File: config.mk
export PLATFORM = sky130hd
export DESIGN_NAME = krcsr_top
export DESIGN_NICKNAME = d
export VERILOG_FILES = /design/src/rtl/krcsr_pkg.sv /design/src/rtl/krcsr_pulse.sv /design/src/rtl/krcsr_sticky.sv /design/src/rtl/krcsr_top.sv
export SDC_FILE = /design/constraint.sdc
export NUM_CORES = 1
export LEC_CHECK = 0
export ABC_AREA = 1
export BUFFER_PORTS_ARGS = -buffer_cell sky130_fd_sc_hd__buf_2
export CELL_PAD_IN_SITES_DETAIL_PLACEMENT = 1
export CELL_PAD_IN_SITES_GLOBAL_PLACEMENT = 2
export CORE_MARGIN = 2
export CORE_UTILIZATION = 22
export CTS_BUF_LIST = sky130_fd_sc_hd__clkbuf_2 sky130_fd_sc_hd__clkbuf_4 sky130_fd_sc_hd__clkbuf_8
export DETAILED_ROUTE_END_ITERATION = 16
export GPL_ROUTABILITY_DRIVEN = 1
export GPL_TIMING_DRIVEN = 0
export PLACE_DENSITY = 0.81
export SYNTH_ARGS = -nofsm -noshare
export SYNTH_HDL_FRONTEND = slang
export SYNTH_SLANG_ARGS = --single-unit
File: constraint.sdc
create_clock -name clk -period 1.2 [get_ports clk]
set_input_delay 0.3 -clock clk [delete_from_list [all_inputs] [get_ports clk]]
set_output_delay 0.3 -clock clk [all_outputs]
set_load 0.005 [all_outputs]
File: src/rtl/krcsr_pkg.sv
package krcsr_pkg;
    localparam int ADDR_W = 11;
    localparam logic [10:0] OFS_SEQ_FEC_CTRL = 11'h4B0;
    localparam logic [10:0] OFS_SEQ_STATUS   = 11'h4B1;
    localparam logic [10:0] OFS_FEC_ERR_INJ  = 11'h4B2;
    localparam logic [10:0] OFS_NEG_CTRL     = 11'h4C0;
    localparam logic [10:0] OFS_NEG_CMD      = 11'h4C1;
    localparam int BIT_SEQ_RESET         = 0;
    localparam int BIT_FEC_ON            = 16;
    localparam int BIT_FEC_ERR_REPORT_ON = 17;
    localparam int BIT_FEC_NEG_REQUEST   = 18;
    localparam int BIT_LINK_READY        = 0;
    localparam int BIT_NEG_TIMEOUT       = 1;
    localparam int BIT_TRAIN_TIMEOUT     = 2;
    localparam int LSB_RECONFIG_MODE     = 8;
    localparam int BIT_FEC_SUPPORTED     = 16;
    localparam int BIT_FEC_ERR_SUPPORTED = 17;
    localparam int BIT_TX_ERR_INJECT     = 11;
    localparam int BIT_NEG_ON            = 0;
    localparam int BIT_USER_BASE_PAGE    = 1;
    localparam int BIT_USER_NEXT_PAGE    = 2;
    localparam int BIT_REMOTE_FAULT      = 3;
    localparam int BIT_FORCE_NONCE       = 4;
    localparam int BIT_ADV_OVERRIDE      = 5;
    localparam int BIT_NEG_FSM_RESET     = 0;
    localparam int BIT_NEG_TX_RESTART    = 4;
    localparam int BIT_NEXT_PAGE_LOADED  = 8;
    localparam int MODE_W                = 6;
    localparam logic RST_NEG_ON          = 1'b1;
    localparam logic RST_FIELD           = 1'b0;
endpackage

File: src/rtl/krcsr_pulse.sv
`timescale 1ns/10ps
// One-cycle action pulse from a write of 1; reads back 0
module krcsr_pulse (
    input  wire logic clk,
    input  wire logic rst,
    input  wire logic wr_one,
    output logic      pulse
);
    always_ff @(posedge clk or posedge rst) begin
        if (rst) begin
            pulse <= 1'b0;
        end else begin
            pulse <= wr_one;
        end
    end
endmodule

File: src/rtl/krcsr_sticky.sv
`timescale 1ns/10ps
// Latched flag; a set in the clear cycle wins
module krcsr_sticky (
    input  wire logic clk,
    input  wire logic rst,
    input  wire logic set,
    input  wire logic clr,
    output logic      flag
);
    always_ff @(posedge clk or posedge rst) begin
        if (rst) begin
            flag <= 1'b0;
        end else if (set) begin
            flag <= 1'b1;
        end else if (clr) begin
            flag <= 1'b0;
        end
    end
endmodule

File: src/rtl/krcsr_top.sv
// Functional notes
// - Bit 16 enables FEC; resets to parameter
// - Bit 17 passes FEC decode errors
// - Status bit 0 shows link ready
// - Status bit 1 latches negotiation timeout
// - Status bit 2 shows training timeout
// - Bits 13:8 show reconfiguration mode one-hot
// - Status bit 16 fixed by FEC build
// - Status bit 17 shows error-report ability
// - Inject bit pulses TX FEC error, clears
// - Negotiation enable bit, default one
// - Bit 1 selects user base pages
// - Bit 2 selects user next pages
// - Bit 3 advertises remote fault
// - Bit 4 forces transmitted nonce
// - Bit 5 uses user advertisement override
// - Command bit 0 resets negotiation machines
// - Command bit 4 restarts TX machine in negotiation state
// - Command bit 8 flags next page loaded
// - Control bit 0 pulses sequencer reset
// - Fields reset to zero unless stated
`timescale 1ns/10ps
module krcsr_top
    import krcsr_pkg::*;
#(
    parameter bit FEC_DEFAULT_PARAM = 1'b1,
    parameter bit FEC_BUILD_PARAM   = 1'b1,
    parameter bit FEC_ERR_REPORT_SUPPORTED = 1'b1
) (
    input  wire logic              clk,
    input  wire logic              rst,
    input  wire logic [ADDR_W-1:0] mgmt_address,
    input  wire logic              mgmt_read,
    input  wire logic              mgmt_write,
    input  wire logic [31:0]       mgmt_writedata,
    output logic      [31:0]       mgmt_readdata,
    output logic                   mgmt_waitrequest,
    input  wire logic              seq_link_ready,
    input  wire logic              seq_neg_timeout,
    input  wire logic              seq_neg_restart,
    input  wire logic              seq_train_timeout,
    input  wire logic [MODE_W-1:0] seq_reconfig_mode,
    input  wire logic              tx_fsm_in_neg_state,
    output logic                   fec_on,
    output logic                   fec_error_report_on,
    output logic                   fec_negotiation_request,
    output logic                   seq_reset_pulse,
    output logic                   tx_error_inject_strobe,
    output logic                   negotiation_on,
    output logic                   user_base_page_select,
    output logic                   user_next_page_select,
    output logic                   remote_fault_adv,
    output logic                   force_nonce,
    output logic                   advertisement_override,
    output logic                   negotiation_fsm_reset,
    output logic                   negotiation_tx_restart,
    output logic                   next_page_loaded
);

    logic sel_seq_ctrl;
    logic sel_inject;
    logic sel_neg_ctrl;
    logic sel_neg_cmd;
    logic neg_timeout_flag;
    logic train_timeout_flag;
    logic restart_raw;
    logic [MODE_W-1:0] mode_r;
    logic link_ready_r;

    assign sel_seq_ctrl = mgmt_write && (mgmt_address == OFS_SEQ_FEC_CTRL);
    assign sel_inject   = mgmt_write && (mgmt_address == OFS_FEC_ERR_INJ);
    assign sel_neg_ctrl = mgmt_write && (mgmt_address == OFS_NEG_CTRL);
    assign sel_neg_cmd  = mgmt_write && (mgmt_address == OFS_NEG_CMD);
    assign mgmt_waitrequest = 1'b0;

    // FEC controls
    always_ff @(posedge clk or posedge rst) begin
        if (rst) begin
            fec_on                  <= FEC_DEFAULT_PARAM;
            fec_error_report_on     <= RST_FIELD;
            fec_negotiation_request <= RST_FIELD;
        end else if (sel_seq_ctrl) begin
            fec_on                  <= mgmt_writedata[BIT_FEC_ON];
            fec_error_report_on     <= mgmt_writedata[BIT_FEC_ERR_REPORT_ON];
            fec_negotiation_request <= mgmt_writedata[BIT_FEC_NEG_REQUEST];
        end
    end

    // Negotiation controls
    always_ff @(posedge clk or posedge rst) begin
        if (rst) begin
            negotiation_on         <= RST_NEG_ON;
            user_base_page_select  <= RST_FIELD;
            user_next_page_select  <= RST_FIELD;
            remote_fault_adv       <= RST_FIELD;
            force_nonce            <= RST_FIELD;
            advertisement_override <= RST_FIELD;
        end else if (sel_neg_ctrl) begin
            negotiation_on         <= mgmt_writedata[BIT_NEG_ON];
            user_base_page_select  <= mgmt_writedata[BIT_USER_BASE_PAGE];
            user_next_page_select  <= mgmt_writedata[BIT_USER_NEXT_PAGE];
            remote_fault_adv       <= mgmt_writedata[BIT_REMOTE_FAULT];
            force_nonce            <= mgmt_writedata[BIT_FORCE_NONCE];
            advertisement_override <= mgmt_writedata[BIT_ADV_OVERRIDE];
        end
    end

    // Self-clearing commands
    krcsr_pulse u_seq_rst (
        .clk    (clk),
        .rst    (rst),
        .wr_one (sel_seq_ctrl && mgmt_writedata[BIT_SEQ_RESET]),
        .pulse  (seq_reset_pulse)
    );
    krcsr_pulse u_inject (
        .clk    (clk),
        .rst    (rst),
        .wr_one (sel_inject && mgmt_writedata[BIT_TX_ERR_INJECT]),
        .pulse  (tx_error_inject_strobe)
    );
    krcsr_pulse u_neg_rst (
        .clk    (clk),
        .rst    (rst),
        .wr_one (sel_neg_cmd && mgmt_writedata[BIT_NEG_FSM_RESET]),
        .pulse  (negotiation_fsm_reset)
    );
    krcsr_pulse u_tx_restart (
        .clk    (clk),
        .rst    (rst),
        .wr_one (sel_neg_cmd && mgmt_writedata[BIT_NEG_TX_RESTART]),
        .pulse  (restart_raw)
    );
    // Restart only acts in the negotiation state
    assign negotiation_tx_restart = restart_raw && tx_fsm_in_neg_state;
    krcsr_pulse u_next_page (
        .clk    (clk),
        .rst    (rst),
        .wr_one (sel_neg_cmd && mgmt_writedata[BIT_NEXT_PAGE_LOADED]),
        .pulse  (next_page_loaded)
    );

    // Sequencer status capture
    krcsr_sticky u_neg_to (
        .clk  (clk),
        .rst  (rst),
        .set  (seq_neg_timeout),
        .clr  (seq_neg_restart),
        .flag (neg_timeout_flag)
    );
    krcsr_sticky u_train_to (
        .clk  (clk),
        .rst  (rst),
        .set  (seq_train_timeout),
        .clr  (seq_reset_pulse),
        .flag (train_timeout_flag)
    );

    always_ff @(posedge clk or posedge rst) begin
        if (rst) begin
            link_ready_r <= 1'b0;
            mode_r       <= '0;
        end else begin
            link_ready_r <= seq_link_ready;
            mode_r       <= seq_reconfig_mode;
        end
    end

    // Read mux; unmapped and reserved read zero
    always_ff @(posedge clk or posedge rst) begin
        if (rst) begin
            mgmt_readdata <= 32'h0000_0000;
        end else if (mgmt_read) begin
            mgmt_readdata <= 32'h0000_0000;
            unique case (mgmt_address)
                OFS_SEQ_FEC_CTRL: begin
                    mgmt_readdata[BIT_FEC_ON]            <= fec_on;
                    mgmt_readdata[BIT_FEC_ERR_REPORT_ON] <=
                        fec_error_report_on;
                    mgmt_readdata[BIT_FEC_NEG_REQUEST] <=
                        fec_negotiation_request;
                end
                OFS_SEQ_STATUS: begin
                    mgmt_readdata[BIT_LINK_READY]    <= link_ready_r;
                    mgmt_readdata[BIT_NEG_TIMEOUT]   <= neg_timeout_flag;
                    mgmt_readdata[BIT_TRAIN_TIMEOUT] <= train_timeout_flag;
                    mgmt_readdata[LSB_RECONFIG_MODE +: MODE_W] <= mode_r;
                    mgmt_readdata[BIT_FEC_SUPPORTED] <= FEC_BUILD_PARAM;
                    mgmt_readdata[BIT_FEC_ERR_SUPPORTED] <=
                        FEC_ERR_REPORT_SUPPORTED;
                end
                OFS_NEG_CTRL: begin
                    mgmt_readdata[BIT_NEG_ON]         <= negotiation_on;
                    mgmt_readdata[BIT_USER_BASE_PAGE] <= user_base_page_select;
                    mgmt_readdata[BIT_USER_NEXT_PAGE] <= user_next_page_select;
                    mgmt_readdata[BIT_REMOTE_FAULT]   <= remote_fault_adv;
                    mgmt_readdata[BIT_FORCE_NONCE]    <= force_nonce;
                    mgmt_readdata[BIT_ADV_OVERRIDE]   <= advertisement_override;
                end
                default: begin
                    mgmt_readdata <= 32'h0000_0000;
                end
            endcase
        end
    end
endmodule

==> flow_summary.yaml <==
route:
  dr.pass1.iters: 4
  wl_mm: 4.64
  dr_total_vias: 1506
  antenna_left: 0
  wl_per_cell_um: 11.9
  drc: 0
  routed_via_density: 3.87
  drtIter0Drc: 27
critical_path:
  regToRegSetupSlack_ns: 0.24
  arrival_ns: 0.93
  crit_path_end: "negotiation_on"
  crit_family: "flip-flops"
  r2r-end: "mgmt_readdata[0]"
  cp_cell_sequence: "buf_6"
  required_ns: 0.90
  critical_path.startpoint: "negotiation_on"
  setup.worst_path.start_class: "register"
  path_max_fanout: 2
  worst_path_max_delay_cell: "dfstp_2"
  path_depth: 1
  crit_type: "reg -> out"
  critPathMaxStageDelay_ns: 0.55
  r2r.worst_path.cells: 5
  endpoint_kind: "output port"
  timing.rr.start: "negotiation_on"
  crit_buf_inv: 1
timing:
  finalClockSkew_ns: 0.00489
  maxSlewViolCount: 0
  rsz0062_at_grt: "yes"
  min_period_over_period_pct: 102
  fin_setup_tns_ns: -0.0405
  finalWorstSetupSlack_ns: -0.0264
  fin_crit_ns: 1.23
  setup_viol: 2
  hold_viol: 0
  max_freq_mhz: 815
  relSlewSlack_pct: 45.0
  worst_pin_slew_ns: 0.824
global_routing:
  first_global_vias: 1528
  grt_pass1_wl_mm: 7.42
  grt_overflow: 0
  grt_max_degree: 39
  track_usage_pct: 10.8
  antenna_found_initial: 0
status:
  violations: "negative setup slack"
  outcome: "complete, but fails checks"
cells_and_area:
  layout-drive-gt1-share_pct: 40.8
  area_delta_synth_final_pct: 35.7
  fin_area_um2: 2410
  final_cell_mix: "buf_2, nand2_1, dfrtp_1"
  antenna_cells: 0
  nFillCells: 973
  final_common_cell: "buf_2"
  fin_nets: 344
synth:
  syn-cell-area_um2: 1780
  syn_inst: 196
  yosys_warnings: 0
  synth.yosys.seq_area_share_pct: 53.6
  synth.distinct_cells: 24
  synth-edff-count: 0
  yosys-top-cells-area: "dfrtp_1, nand2_1, buf_4"
  ys.flop_type: "dfrtp_1"
  yosysTopAreaCell: "dfrtp_1"
  synth_seq_cells: 38
  yosys.area.top_type_share_pct: 50.7
  avgSynthCellArea_um2: 9.07
  synthArstFlopShare_pct: 100
power_and_ir_drop:
  p_clk_share_pct: 37.6
  combPwrFrac_pct: 10.0
  p_per_area_nw_per_um2: 1040
  ir_drop_uv: 328
  netSwitchingPower_uw: 601
  power_frac_seq_pct: 52.5
  p_leak_nw: 1.41
  intPower_mw: 1.90
  power.total_mw: 2.50
  p_sw_share_pct: 24.0
cts:
  tritoncts: "done"
  htreeDepth: 2
  clk_latency_ns: 0.28
  clock_tree.root_cell: "clkbuf_8"
  cts_buffer_depth: 2
  cts_buffers: 5
  cts.clk_slew.worst_paths_ns: 0.08
  cts_num_sinks: 38
hold_path:
  hold_class: "in -> reg"
floorplanning:
  dieArea_um2: 8820
  die_x_um: 93.9
  num_rows: 32
  coreArea_um2: 7770
  initial_core_util_pct: 22.9
  die_y_um: 93.9
  io_pins: 105
flow_run:
  cap_viol_max_count: 0
place:
  placed_area_um2: 2290
  io_buffers: 64
  place_congestion: 0.736
  pre_cts_ws_ns: -0.193
  dpl.hpwl_mm: 3.61
-- metrics by stage --
step | utilization (%) | instances | hold slack (ns)
finish | 31.1 | 389 | 0.117
global route | 31.1 | 389 | 0.105
CTS | 31.1 | 389 | 0.105
detailed placement | 29.5 | 379 | 0.410
global placement | 29.5 | 379 | 0.409
floorplan | - | 213 | 0.331
-- routing by layer --
metal  track usage (%)  vias up  share of wire (%)
met5                 0        -                  0
met4              3.38        0               0.88
met3              2.97        2                6.0
met2              17.9       44                 49
met1              13.7      709                 44
li1                  -      751                  -
-- area by class of cell --
type | count | area, um^2 | share of cell area [%]
plain buffers | 22 | 164 | 6.79
clock buffers | 7 | 90.1 | 3.73
well taps | 102 | 128 | 5.29
multi-input cells | 135 | 657 | 27.2
repair buffers | 66 | 348 | 14.4
flip-flops and latches | 38 | 953 | 39.5
inverters | 18 | 67.6 | 2.80
clock inverters | 1 | 5.00 | 0.207
-- cells by family (layout without fill, tap and decap cells) --
family / after synthesis / count (layout) / share of synthesized area, %
compound gates: 11 / 11 / 3.38
flops: 38 / 38 / 53.6
other cells: 1 / 18 / 0.211
buf+inv: 40 / 114 / 13.0
simple gates: 106 / 106 / 29.8
-- worst register-to-register path, delay by kind of cell, from the launching register on --
kind | cells | cell delay [ns]
flops | 1 | 0.55
buf+inv | 1 | 0.11
simple gates | 4 | 0.23
-- worst min path at each step --
stage | end | depth (start not counted) | from | slack, ns
2_1_floorplan | link_ready_r | 0 | seq_link_ready | 0.33
3_3_place_gp | mode_r[2] | 1 | seq_reconfig_mode[2] | 0.41
3_5_place_dp | link_ready_r | 1 | seq_link_ready | 0.41
4_1_cts | link_ready_r | 1 | seq_link_ready | 0.11
5_1_grt | link_ready_r | 1 | seq_link_ready | 0.11
6_report | link_ready_r | 1 | seq_link_ready | 0.12
-- synthesized netlist by cell type (2+ instances only) --
cell type,number
nand3_2,2
dfstp_2,2
nor2_1,13
o21bai_1,2
dfrtp_1,36
o21ai_1,2
nand2_1,58
nand2_4,2
nor2_4,4
nand2_2,3
o21ai_0,7
inv_1,16
buf_4,18
inv_2,2
nand3_1,14
nand4_1,3
buf_2,2
nor2_2,4
-- power groups by stage --
| stage | clock (mW) | combinational, mW | sequential, mW |
|---|---|---|---|
| 6_report | 0.939 | 0.249 | 1.31 |
| 3_5_place_dp | 0 | 0.251 | 1.34 |
| 2_1_floorplan | 0 | 0.147 | 1.33 |
| 4_1_cts | 0.975 | 0.253 | 1.31 |
| 3_3_place_gp | 0 | 0.246 | 1.34 |
| 5_1_grt | 1.03 | 0.283 | 1.31 |
-- state kept, by name (all words and copies together), names as in the netlist --
name / count
advertisement_override: 1
fec_error_report_on: 1
fec_negotiation_request: 1
fec_on: 1
force_nonce: 1
link_ready_r: 1
mgmt_readdata: 15
mode_r: 6
negotiation_on: 1
remote_fault_adv: 1
u_inject.pulse: 1
u_neg_rst.pulse: 1
u_neg_to.flag: 1
u_next_page.pulse: 1
u_seq_rst.pulse: 1
u_train_to.flag: 1
u_tx_restart.pulse: 1
user_base_page_select: 1
user_next_page_select: 1
-- what timing repair did --
item	4_1_cts	5_1_grt
pin swaps	0	1
setup endpoints to repair	2	3
hold buffers	0	0
gates resized for setup	2	0
hold endpoints to repair	0	0
setup buffers	2	0
No activity file was read; power rests on OpenSTA's default activity.
